## src/shared/gpio_pkg.sv

```systemverilog
package gpio_pkg;

  // Bus geometry
  localparam int ADDR_W = 12;
  localparam int DATA_W = 32;
  localparam int PORT_W = 8;

  // Register byte offsets, one aligned word each
  localparam logic [11:0] OFF_C_PIN = 12'h000;
  localparam logic [11:0] OFF_C_LAT = 12'h004;
  localparam logic [11:0] OFF_C_DIR = 12'h008;
  localparam logic [11:0] OFF_D_PIN = 12'h00c;
  localparam logic [11:0] OFF_D_LAT = 12'h010;
  localparam logic [11:0] OFF_D_DIR = 12'h014;
  localparam logic [11:0] OFF_SLAVE_CTRL = 12'h018;

  // Reset values
  localparam logic [7:0] RST_DIR = 8'hff;
  localparam logic [7:0] RST_LAT = 8'h00;
  localparam logic [7:0] RST_SLAVE_CTRL = 8'h00;
  localparam logic [31:0] RST_RDATA = 32'h0000_0000;

  // Parallel slave control fields
  localparam int CTRL_IN_FULL_BIT = 7;
  localparam int CTRL_OUT_FULL_BIT = 6;
  localparam int CTRL_OVERFLOW_BIT = 5;
  localparam int CTRL_ENABLE_BIT = 4;
  localparam logic [7:0] CTRL_IMPL_MASK = 8'hf0;

  // Port C shared pin positions
  localparam int C_OSC_OUT_BIT = 0;
  localparam int C_OSC_IN_BIT = 1;
  localparam int C_CCP_BIT = 2;
  localparam int C_SSP_CLK_BIT = 3;
  localparam int C_SSP_DATA_BIT = 4;
  localparam int C_SSP_SDO_BIT = 5;
  localparam int C_USART_TX_BIT = 6;
  localparam int C_USART_RX_BIT = 7;

  // Synchroniser depth for pin readback
  localparam int SYNC_STAGES = 2;

endpackage

```

## src/logic/pin_sync.sv

```systemverilog
`timescale 1ns/1ps
`default_nettype none
module pin_sync
  import gpio_pkg::*;
#(
  parameter int WIDTH = 8
) (
  // Clock and reset
  input wire logic clk,
  input wire logic rst_n,
  // Raw pin levels and their synchronised copy
  input wire logic [WIDTH-1:0] pinRaw,
  output logic [WIDTH-1:0] pinSync
);

  typedef struct packed {
    logic [WIDTH-1:0] stage1;
    logic [WIDTH-1:0] stage2;
  } sync_state_t;

  sync_state_t state_r;
  sync_state_t state_nxt;

  // First stage feeds only the second, so metastability settles before use
  always_comb begin
    state_nxt = state_r;
    state_nxt.stage1 = pinRaw;
    state_nxt.stage2 = state_r.stage1;
  end

  always_ff @(posedge clk) begin
    if (!rst_n) begin
      state_r <= '0;
    end else begin
      state_r <= state_nxt;
    end
  end

  assign pinSync = state_r.stage2;

endmodule
`default_nettype wire

```

## src/logic/dual_byte_gpio_ports.sv

```systemverilog
// Contract
// - Direction one: pin is input, driver off
// - Direction zero: pin driven from output latch
// - Latch reads return latch, not pin
// - Pin register reads pins, writes latch
// - Enabled peripheral forces pin direction
// - Override never changes direction register readback
// - Port C direction resets to all ones
// - Port D direction resets to all ones
// - C0/C1 shared with oscillator, timer clock
// - C2 shared with capture/compare/PWM
// - C3..C5 shared with synchronous serial port
// - C6/C7 shared with USART
// - Enable bit turns port D parallel slave
// - Parallel mode: D pin n is data n
// - Unimplemented control bits read zero
//
// Added by the designer: the address map and the APB slave port.
`timescale 1ns/1ps
`default_nettype none
module dual_byte_gpio_ports
  import gpio_pkg::*;
(
  // Clock and reset
  input wire logic clk,
  input wire logic rst_n,
  // APB slave
  input wire logic psel,
  input wire logic penable,
  input wire logic pwrite,
  input wire logic [ADDR_W-1:0] paddr,
  input wire logic [DATA_W-1:0] pwdata,
  input wire logic [3:0] pstrb,
  output logic [DATA_W-1:0] prdata,
  output logic pready,
  output logic pslverr,
  // Port C pins
  input wire logic [PORT_W-1:0] portCIn,
  output logic [PORT_W-1:0] portCOut,
  output logic [PORT_W-1:0] portCOe,
  // Port D pins
  input wire logic [PORT_W-1:0] portDIn,
  output logic [PORT_W-1:0] portDOut,
  output logic [PORT_W-1:0] portDOe,
  // Synchronised pin levels for the shared peripherals
  output logic [PORT_W-1:0] portCPinLevel,
  output logic [PORT_W-1:0] portDPinLevel,
  // Secondary oscillator and timer clock
  input wire logic oscEnable,
  input wire logic secondaryOscOut,
  input wire logic timerExtClockEnable,
  // Capture/compare/PWM one
  input wire logic ccpEnable,
  input wire logic ccpIsOutput,
  input wire logic ccpOut,
  // Synchronous serial port
  input wire logic sspEnable,
  input wire logic sspClkOe,
  input wire logic sspClkOut,
  input wire logic sspDataOe,
  input wire logic sspDataOut,
  input wire logic sspSdoOut,
  // USART
  input wire logic usartEnable,
  input wire logic usartClkTxOe,
  input wire logic usartClkTx,
  input wire logic usartDataOe,
  input wire logic usartData,
  // Parallel slave port handshake side
  input wire logic inputBufferFullFlag,
  input wire logic outputBufferFullFlag,
  input wire logic inputOverflowFlag,
  input wire logic slaveDrive,
  input wire logic [PORT_W-1:0] slaveDataOut,
  output logic parallelSlaveEnable
);

  typedef struct packed {
    logic [7:0] port_c_output_latch;
    logic [7:0] dirC;
    logic [7:0] port_d_output_latch;
    logic [7:0] dirD;
    logic slaveMode;
    logic [7:0] cOut;
    logic [7:0] cOe;
    logic [7:0] dOut;
    logic [7:0] dOe;
    logic [31:0] rdata;
    logic ready;
    logic slvErr;
  } port_state_t;

  port_state_t state_r;
  port_state_t state_nxt;

  logic [PORT_W-1:0] pinC;
  logic [PORT_W-1:0] pinD;
  logic [PORT_W-1:0] ovrEnC;
  logic [PORT_W-1:0] ovrOeC;
  logic [PORT_W-1:0] ovrOutC;
  logic setupPhase;
  logic accessWrite;
  logic mapped;
  logic [7:0] ctrlRead;

  // Pin levels cross into the clock domain before anyone reads them
  pin_sync #(.WIDTH(PORT_W)) syncC (
    .clk(clk),
    .rst_n(rst_n),
    .pinRaw(portCIn),
    .pinSync(pinC)
  );

  pin_sync #(.WIDTH(PORT_W)) syncD (
    .clk(clk),
    .rst_n(rst_n),
    .pinRaw(portDIn),
    .pinSync(pinD)
  );

  // Peripheral overrides on port C; enable, forced direction, drive value
  always_comb begin
    ovrEnC = '0;
    ovrOeC = '0;
    ovrOutC = '0;
    // Oscillator owns both pins; a lone external clock only needs an input
    if (oscEnable) begin
      ovrEnC[C_OSC_OUT_BIT] = 1'b1;
      ovrOeC[C_OSC_OUT_BIT] = 1'b1;
      ovrOutC[C_OSC_OUT_BIT] = secondaryOscOut;
      ovrEnC[C_OSC_IN_BIT] = 1'b1;
    end else if (timerExtClockEnable) begin
      ovrEnC[C_OSC_OUT_BIT] = 1'b1;
    end
    if (ccpEnable) begin
      ovrEnC[C_CCP_BIT] = 1'b1;
      ovrOeC[C_CCP_BIT] = ccpIsOutput;
      ovrOutC[C_CCP_BIT] = ccpOut;
    end
    if (sspEnable) begin
      ovrEnC[C_SSP_CLK_BIT] = 1'b1;
      ovrOeC[C_SSP_CLK_BIT] = sspClkOe;
      ovrOutC[C_SSP_CLK_BIT] = sspClkOut;
      ovrEnC[C_SSP_DATA_BIT] = 1'b1;
      ovrOeC[C_SSP_DATA_BIT] = sspDataOe;
      ovrOutC[C_SSP_DATA_BIT] = sspDataOut;
      ovrEnC[C_SSP_SDO_BIT] = 1'b1;
      ovrOeC[C_SSP_SDO_BIT] = 1'b1;
      ovrOutC[C_SSP_SDO_BIT] = sspSdoOut;
    end
    if (usartEnable) begin
      ovrEnC[C_USART_TX_BIT] = 1'b1;
      ovrOeC[C_USART_TX_BIT] = usartClkTxOe;
      ovrOutC[C_USART_TX_BIT] = usartClkTx;
      ovrEnC[C_USART_RX_BIT] = 1'b1;
      ovrOeC[C_USART_RX_BIT] = usartDataOe;
      ovrOutC[C_USART_RX_BIT] = usartData;
    end
  end

  // Bus phase decode
  assign setupPhase = psel && !penable;
  assign accessWrite = psel && penable && state_r.ready && pwrite && pstrb[0];
  assign mapped = (paddr == OFF_C_PIN) || (paddr == OFF_C_LAT) ||
                  (paddr == OFF_C_DIR) || (paddr == OFF_D_PIN) ||
                  (paddr == OFF_D_LAT) || (paddr == OFF_D_DIR) ||
                  (paddr == OFF_SLAVE_CTRL);

  // Flags come from the handshake logic; low nibble is unimplemented
  always_comb begin
    ctrlRead = '0;
    ctrlRead[CTRL_IN_FULL_BIT] = inputBufferFullFlag;
    ctrlRead[CTRL_OUT_FULL_BIT] = outputBufferFullFlag;
    ctrlRead[CTRL_OVERFLOW_BIT] = inputOverflowFlag;
    ctrlRead[CTRL_ENABLE_BIT] = state_r.slaveMode;
    ctrlRead = ctrlRead & CTRL_IMPL_MASK;
  end

  // Next state: read data, register writes, then the pin drivers
  always_comb begin
    state_nxt = state_r;
    // No wait state: ready rises in the access phase, drops after it
    state_nxt.ready = setupPhase;
    state_nxt.slvErr = setupPhase && !mapped;
    if (setupPhase) begin
      if (pwrite) begin
        state_nxt.rdata = RST_RDATA;
      end else if (paddr == OFF_C_PIN) begin
        state_nxt.rdata = {24'h00_0000, pinC};
      end else if (paddr == OFF_C_LAT) begin
        state_nxt.rdata = {24'h00_0000, state_r.port_c_output_latch};
      end else if (paddr == OFF_C_DIR) begin
        state_nxt.rdata = {24'h00_0000, state_r.dirC};
      end else if (paddr == OFF_D_PIN) begin
        state_nxt.rdata = {24'h00_0000, pinD};
      end else if (paddr == OFF_D_LAT) begin
        state_nxt.rdata = {24'h00_0000, state_r.port_d_output_latch};
      end else if (paddr == OFF_D_DIR) begin
        state_nxt.rdata = {24'h00_0000, state_r.dirD};
      end else if (paddr == OFF_SLAVE_CTRL) begin
        state_nxt.rdata = {24'h00_0000, ctrlRead};
      end else begin
        state_nxt.rdata = RST_RDATA;
      end
    end
    // Writes land only at the completing edge; pin and latch share a target
    if (accessWrite) begin
      if (paddr == OFF_C_PIN || paddr == OFF_C_LAT) begin
        state_nxt.port_c_output_latch = pwdata[7:0];
      end else if (paddr == OFF_C_DIR) begin
        state_nxt.dirC = pwdata[7:0];
      end else if (paddr == OFF_D_PIN || paddr == OFF_D_LAT) begin
        state_nxt.port_d_output_latch = pwdata[7:0];
      end else if (paddr == OFF_D_DIR) begin
        state_nxt.dirD = pwdata[7:0];
      end else if (paddr == OFF_SLAVE_CTRL) begin
        state_nxt.slaveMode = pwdata[CTRL_ENABLE_BIT];
      end
    end
    // Override acts on the pin path only; dirC itself is never touched
    state_nxt.cOe = (ovrEnC & ovrOeC) | (~ovrEnC & ~state_nxt.dirC);
    state_nxt.cOut = (ovrEnC & ovrOutC) | (~ovrEnC & state_nxt.port_c_output_latch);
    // Parallel slave mode hands every D pin to the port's data path
    if (state_nxt.slaveMode) begin
      state_nxt.dOe = {PORT_W{slaveDrive}};
      state_nxt.dOut = slaveDataOut;
    end else begin
      state_nxt.dOe = ~state_nxt.dirD;
      state_nxt.dOut = state_nxt.port_d_output_latch;
    end
  end

  // State register; latches reset to zero so no pin drives garbage
  always_ff @(posedge clk) begin
    if (!rst_n) begin
      state_r.port_c_output_latch <= RST_LAT;
      state_r.dirC <= RST_DIR;
      state_r.port_d_output_latch <= RST_LAT;
      state_r.dirD <= RST_DIR;
      state_r.slaveMode <= RST_SLAVE_CTRL[CTRL_ENABLE_BIT];
      state_r.cOut <= '0;
      state_r.cOe <= '0;
      state_r.dOut <= '0;
      state_r.dOe <= '0;
      state_r.rdata <= RST_RDATA;
      state_r.ready <= 1'b0;
      state_r.slvErr <= 1'b0;
    end else begin
      state_r <= state_nxt;
    end
  end

  // Outputs straight from flip-flops
  assign prdata = state_r.rdata;
  assign pready = state_r.ready;
  assign pslverr = state_r.slvErr;
  assign portCOut = state_r.cOut;
  assign portCOe = state_r.cOe;
  assign portDOut = state_r.dOut;
  assign portDOe = state_r.dOe;
  assign portCPinLevel = pinC;
  assign portDPinLevel = pinD;
  assign parallelSlaveEnable = state_r.slaveMode;
endmodule
`default_nettype wire

```

## config.mk

```make
export PLATFORM = sky130hd
export DESIGN_NAME = dual_byte_gpio_ports
export DESIGN_NICKNAME = d
export VERILOG_FILES = /design/src/shared/gpio_pkg.sv /design/src/logic/pin_sync.sv /design/src/logic/dual_byte_gpio_ports.sv
export SDC_FILE = /design/constraint.sdc
export NUM_CORES = 1
export LEC_CHECK = 0
export BUFFER_PORTS_ARGS = -buffer_cell sky130_fd_sc_hd__buf_4
export CAP_MARGIN = 20
export CORE_ASPECT_RATIO = 0.9
export CORE_UTILIZATION = 44
export DETAILED_ROUTE_END_ITERATION = 7
export PLACE_DENSITY = 0.81
export SYNTH_ARGS = -nofsm -noshare
export SYNTH_HDL_FRONTEND = slang
export SYNTH_SLANG_ARGS = --single-unit
export TNS_END_PERCENT = 30
```

## constraint.sdc

```tcl
create_clock -name clk -period 1.7 [get_ports clk]
set_input_delay 0.17 -clock clk [delete_from_list [all_inputs] [get_ports clk]]
set_output_delay 0.17 -clock clk [all_outputs]
set_load 0.1 [all_outputs]
```

==> results.toml, run 1 <==
[critical_path]
cp.required_ns = 1.99
timing.rr.end = "portCOe[6]$_SDFF_PN0_"
worst-setup-path-type = "register to register"
cp_slowest_stage_delay_ns = 0.38
endpoint_kind = "register"
reg2reg_depth = 6
crit_arrival_ns = 1.86
critPathLaunch = "pready$_SDFF_PN0_"
regToRegSetupSlack_ns = 0.13
startpoint_type = "register"
crit_slowest_cell = "dfxtp_4"
cp_num_cells = 6
worstReg2RegStart = "pready$_SDFF_PN0_"
crit_fanout = 6
critical_path.top_delay_family = "simple AND/OR/NAND/NOR gates"
path_cells = "nand2_4 > nor2_1 > nand4_2 > buf_4 > mux2i_1 > a31o_2"
critPathBufInv = 1

[routing]
routed_wl_mm = 11.22
ant_nets = 0
drtIter0Drc = 244
vias = 3584
viasPerCell = 5.105
drc = 0
drt-wirelength-per-cell_microns = 15.99
drt_first_pass_iters = 4

[floorplanning]
die_w_microns = 109.3
start_util_pct = 46.20
coreArea_sq_mm = 0.009869
die_y_microns = 98.57
pin_count = 181
rows = 34
design.die.area_sq_mm = 0.01077

[placement]
dp.cells = 686
portBuffers = 129
hpwl_mm = 8.727
gp_congestion = 0.8692
place_ws_ns = -0.1927

[synthesis]
synth_enable_flop_cells = 0
synth_ff_type = "dfxtp_1"
synthArstFlopShare_pct = 0
ys_warn_count = 0
ys_seq_elements = 107
ys_types = 43
synth.avg_cell_area_sq_um = 9.701
synthCells = 470
ys_seq_area_share_pct = 46.98
syn-cell-area_sq_mm = 0.004559

[final_layout]
nFillCells = 857
syn2layout_area_growth_pct = 25.66
instances_no_fill = 702
drive_gt1_share_pct = 34.38
multiInputGateArea_sq_mm = 0.001902
regArea_sq_mm = 0.002147
n_antenna_cell = 0
fin_nets = 669

[timing]
setup_slack_ns = 0.1301
skew_ns = 0.005390
grt_setup_unrepaired = "no"
fin_crit_sh_pct = 92.35
min_period_ns = 1.570
tns_ns = 0
fmax_mhz = 637.0
setup_violations = 0
hold_viol = 0
slew_viol_final = 0

[pwr]
cellLeakagePower_uw = 0.002725
finalPower_uw = 5647
ir_drop_mv = 0.6859
power_density_mw_per_mm2 = 985.7

[clock_tree]
clock_latency_ns = 0.35
cts_buffer_depth = 2
post_cts_resized = 0
htreeDepth = 3
post_cts.repair.setup_buffers = 0
cts_root_buf = "clkbuf_16"
cts.sinks = 107
cts-hold-fix-buffers = 0
clkTransAtPathRegs_ns = 0.08
numCtsBuffers = 9
cts_tree = "built"

[hold_path]
hold_path_end = "syncC.state_nxt[6]$_SDFF_PN0_"
hp-start = "portCIn[6]"
worstHoldPathCells = 2
hp-class = "primary input to register"

[global_routing]
grt_pass1_vias = 3445
overflow = 0
grt_max_degree = 56
antenna_found_initial = 0
grt_usage_pct = 21.38
grt_pass1_wl_mm = 17.44

[run_status]
outcome = "completed"

[run]
maxCapViolCount = 0
[cell families (layout without fill, tap and decap cells)]
family                 after synthesis  after routing  share of synthesized area [%]
AO/OA/AOI/OAI                       85             85                          13.50
other                                1             24                        0.08225
multiplexers                        45             45                          9.879
flip-flops                         107            107                          46.98
AND/OR/NAND/NOR                    133            133                          15.72
buffers and inverters               99            182                          13.83
[cell type report]
class / instances / share of cell area [%]
sequential: 107 / 37.48
multi-input combinational: 287 / 33.19
timing repair buffer: 155 / 20.31
clock buffer: 9 / 3.931
tap: 126 / 2.752
clock inverter: 7 / 1.616
inverter: 11 / 0.7207
[layer usage]
| layer | up-vias | GRT usage (%) | wire length (microns) |
|---|---|---|---|
| met3 | 6 | 6.217 | 851 |
| met4 | 0 | 4.821 | 68 |
| li1 | 1749 | - | - |
| met5 | - | 0 | 0 |
| met1 | 1687 | 28.22 | 5030 |
| met2 | 142 | 34.45 | 5274 |
[registers in the layout, summed over array words and instances, names as in the netlist]
signal	cells
pready	1
syncC.pinSync	8
prdata	8
syncD.state_nxt	8
pslverr	1
state_r	32
portCOut	8
syncD.pinSync	8
portCOe	8
syncC.state_nxt	8
parallelSlaveEnable	1
portDOe	8
portDOut	8
[worst max path at each step]
stage | endpoint | slack, ns
CTS | portDOe[2]$_SDFF_PN0_ | 0.06
global placement | portCOe[6]$_SDFF_PN0_ | -0.13
global route | portDOut[6]$_SDFF_PN0_ | 0.1
floorplan | portDOe[1]$_SDFF_PN0_ | -0.14
finish | portCOe[6]$_SDFF_PN0_ | 0.13
detailed placement | portDOe[2]$_SDFF_PN0_ | -0.19
[placed cells by master, fill, tap and decap left out, drive strengths merged, types with 8 or more instances in the layout]
cell type / count
a211oi: 8
a21oi: 21
a31o: 13
and2: 34
buf: 155
clkbuf: 9
conb: 24
dfxtp: 107
inv: 15
mux2i: 45
nand2: 29
nand3: 11
nor2: 29
o21ai: 19
[report_power, final]
group	internal (uW)	switching [uW]
Sequential	2560	22.9
Clock	1180	993
Combinational	228	663
Total	3970	1680
[worst reg2reg max path: cells and delay by family (launching register included)]
kind	cells	cell delay, ns
simple gates	3	0.42
mux	1	0.31
compound gates	1	0.21
flops	1	0.38
buf+inv	1	0.21
[stage by stage]
| step | area [sq um] | utilization, % | hold slack [ns] |
|---|---|---|---|
| floorplan | 4692 | - | 0.2461 |
| global placement | 5408 | 54.79 | 0.3769 |
| detailed placement | 5408 | 54.79 | 0.3822 |
| CTS | 5725 | 58.01 | 0.01796 |
| global route | 5729 | 58.05 | 0.01286 |
| finish | 5729 | 58.05 | 0.02481 |
[synthesized netlist by cell type (2+ instances only)]
library cell | instances | area, sq um
clkbuf_1 | 14 | 52.55
o2111ai_1 | 2 | 17.52
and2_1 | 34 | 212.7
nor3_1 | 5 | 25.02
o22ai_1 | 3 | 18.77
nand4_2 | 2 | 25.02
or3_1 | 5 | 31.28
nand2_1 | 29 | 108.9
inv_1 | 11 | 41.29
dfxtp_1 | 107 | 2142
nor4_4 | 2 | 42.54
o221ai_1 | 2 | 17.52
a21oi_1 | 21 | 105.1
a32o_1 | 3 | 30.03
nor2_1 | 29 | 108.9
o311ai_0 | 3 | 26.28
o211ai_1 | 4 | 30.03
buf_4 | 66 | 495.5
nand3_1 | 10 | 50.05
o21ai_0 | 19 | 95.09
a31o_2 | 5 | 43.79
buf_1 | 4 | 15.01
a221oi_1 | 2 | 17.52
a211oi_2 | 8 | 100.1
buf_2 | 3 | 15.01
nand2b_1 | 3 | 18.77
and3_1 | 7 | 43.79
a31o_1 | 8 | 70.07
mux2i_1 | 45 | 450.4
No activity file was read; power rests on OpenSTA's default activity.
==> inputs of run 2 (changes only) <==
--- a/config.mk
+++ b/config.mk
@@ -7,7 +7,6 @@
 export LEC_CHECK = 0
 export BUFFER_PORTS_ARGS = -buffer_cell sky130_fd_sc_hd__buf_4
 export CAP_MARGIN = 20
-export CORE_ASPECT_RATIO = 0.9
 export CORE_UTILIZATION = 44
 export DETAILED_ROUTE_END_ITERATION = 7
 export PLACE_DENSITY = 0.81
==> run 2 against run 1 <==
Effect of this change:
- design area is 1.3% higher
- hold slack got worse by 0.012 ns
- worst setup slack better by 0.0056 ns
- power is 9.1% lower
- sequential power about the same
- critical path depth down 1
- largest power group unchanged
- count of clock-buffer cells in the layout grew 1
- combinational power grew 3.7%
- via count up 1.5%
- register-to-register slack about the same
- fmax is 0.36% higher
==> results.toml, run 2 (synthesis results as in run 1) <==
[final_layout]
nFillCells = 861
fin_nets = 683
regArea_sq_mm = 0.002147
final_common_cell = "buf_4"
layout_common_cells = "150 x buf_4, 105 x dfxtp_1, 45 x mux2i_1, 33 x and2_1, 29 x nor2_1"
largest-register = "state_r"
syn2layout_area_growth_pct = 27.25
n_antenna_cell = 0
instances_no_fill = 723
largest_reg_flops = 32
drive_gt1_share_pct = 33.05
multiInputGateArea_sq_mm = 0.001902
finalInstanceArea_sq_mm = 0.005802

[critical_path]
crit_fanout = 17
startpoint_type = "register"
endpoint_kind = "register"
reg2reg_depth = 5
cp_slowest_stage_delay_ns = 0.38
crit_arrival_ns = 1.88
cp.required_ns = 2.01
worst-setup-path-type = "register to register"
crit_slowest_cell = "dfxtp_4"
path_cells = "nand2_4 > nor4_4 > a21bo_2 > and2_4 > a31o_1"

[timing]
worst_slew_pin_slew_ns = 0.5078
max_slew_margin_pct = 65.71
hold_viol = 0
setup_violations = 0
fin_crit_sh_pct = 92.02
min_period_ns = 1.564
slew_viol_final = 0
tns_ns = 0
skew_ns = 0.01096
fmax_mhz = 639.2
grt_setup_unrepaired = "no"

[placement]
hpwl_mm = 8.463
dp.cells = 690
gp_congestion = 0.8919
place_area_sq_mm = 0.005419
portBuffers = 129

[pwr]
cellLeakagePower_uw = 0.002741
ir_drop_mv = 0.5382
p_clk_share_pct = 31.7
intPower_uw = 3548
power_density_mw_per_mm2 = 884.3
p_sw_share_pct = 30.85
seq_power_share_pct = 50.3
p_switching_uw = 1583
pwr-share-comb_pct = 18.0

[global_routing]
grt_pass1_wl_mm = 18.04
overflow = 0
grt_pass1_vias = 3587
grt_max_degree = 43
grt_usage_pct = 21.43
antenna_found_initial = 0

[floorplanning]
design.die.area_sq_mm = 0.01077
pin_count = 181
coreArea_sq_mm = 0.009910
start_util_pct = 46.01
rows = 36
die_w_microns = 103.8
die_y_microns = 103.8

[clock_tree]
clock_latency_ns = 0.37
cts_buffer_depth = 2
numCtsBuffers = 9
cts_tree = "built"
cts_root_buf = "clkbuf_8"
post_cts.repair.setup_buffers = 0
cts.sinks = 107
htreeDepth = 3
clkTransAtPathRegs_ns = 0.10

[routing]
viasPerCell = 5.032
drtIter0Drc = 177
drt_first_pass_iters = 4
vias = 3638
ant_nets = 0
drt-wirelength-per-cell_microns = 15.91
routed_wl_mm = 11.50
drc = 0

[run]
maxCapViolCount = 0

[hold_path]
worstHoldPathCells = 2
hp-class = "primary input to register"

[run_status]
outcome = "completed"
==> run 2: critical path, delay by kind of cell (launching register included) <==
kind | cells | cell delay (ns)
flip-flops | 1 | 0.38
AND/OR/NAND/NOR | 3 | 0.69
AO/OA/AOI/OAI | 2 | 0.44
==> run 2: cell type report <==
type / count / share of cell area [%]
flip-flops and latches: 107 / 37.01
clock buffers: 10 / 2.372
inverters: 11 / 0.7117
well taps: 133 / 2.868
multi-input cells: 287 / 32.78
clock inverters: 6 / 1.229
repair buffers: 169 / 23.03
==> run 2: power groups by stage <==
stage / clock network, uW / registers [uW] / logic, uW
floorplan: 0 / 2750 / 577
global placement: 0 / 2640 / 878
detailed placement: 0 / 2640 / 889
CTS: 1650 / 2580 / 920
global route: 1760 / 2590 / 966
finish: 1630 / 2580 / 924
==> run 2: per-layer routing <==
layer,vias up,global-route usage (%),routed length [microns]
li1,1767,-,-
met1,1701,25.61,4795
met2,154,37.30,5811
met3,16,5.412,734
met4,0,7.347,161
met5,-,0,0
==> run 2: final timing paths <==
| kind | start | end | slack, ns |
|---|---|---|---|
| max | pready$_SDFF_PN0_ | portDOe[6]$_SDFF_PN0_ | 0.14 |
| min | portCIn[5] | syncC.state_nxt[5]$_SDFF_PN0_ | 0.01 |
| max reg2reg | pready$_SDFF_PN0_ | portDOe[6]$_SDFF_PN0_ | 0.14 |
| min reg2reg | syncD.state_nxt[3]$_SDFF_PN0_ | syncD.pinSync[3]$_SDFF_PN0_ | 0.44 |
==> run 2: through the flow <==
| stage | utilization [%] | power (uW) | hold WS [ns] | setup WS (ns) |
|---|---|---|---|---|
| after floorplan | - | 3329 | 0.2461 | -0.1370 |
| after global placement | 54.68 | 3515 | 0.3748 | -0.1174 |
| after detailed placement | 54.68 | 3527 | 0.3705 | -0.1857 |
| after CTS | 58.51 | 5151 | 0.008321 | 0.04197 |
| after global routing | 58.55 | 5314 | 0.002323 | 0.05348 |
| final | 58.55 | 5131 | 0.01253 | 0.1356 |
==> run 2: timing repair <==
item	CTS	global route
hold buffers	17	0
hold endpoints to repair	18	0
gates resized for setup	0	1
endpoints found under the setup margin	0	8
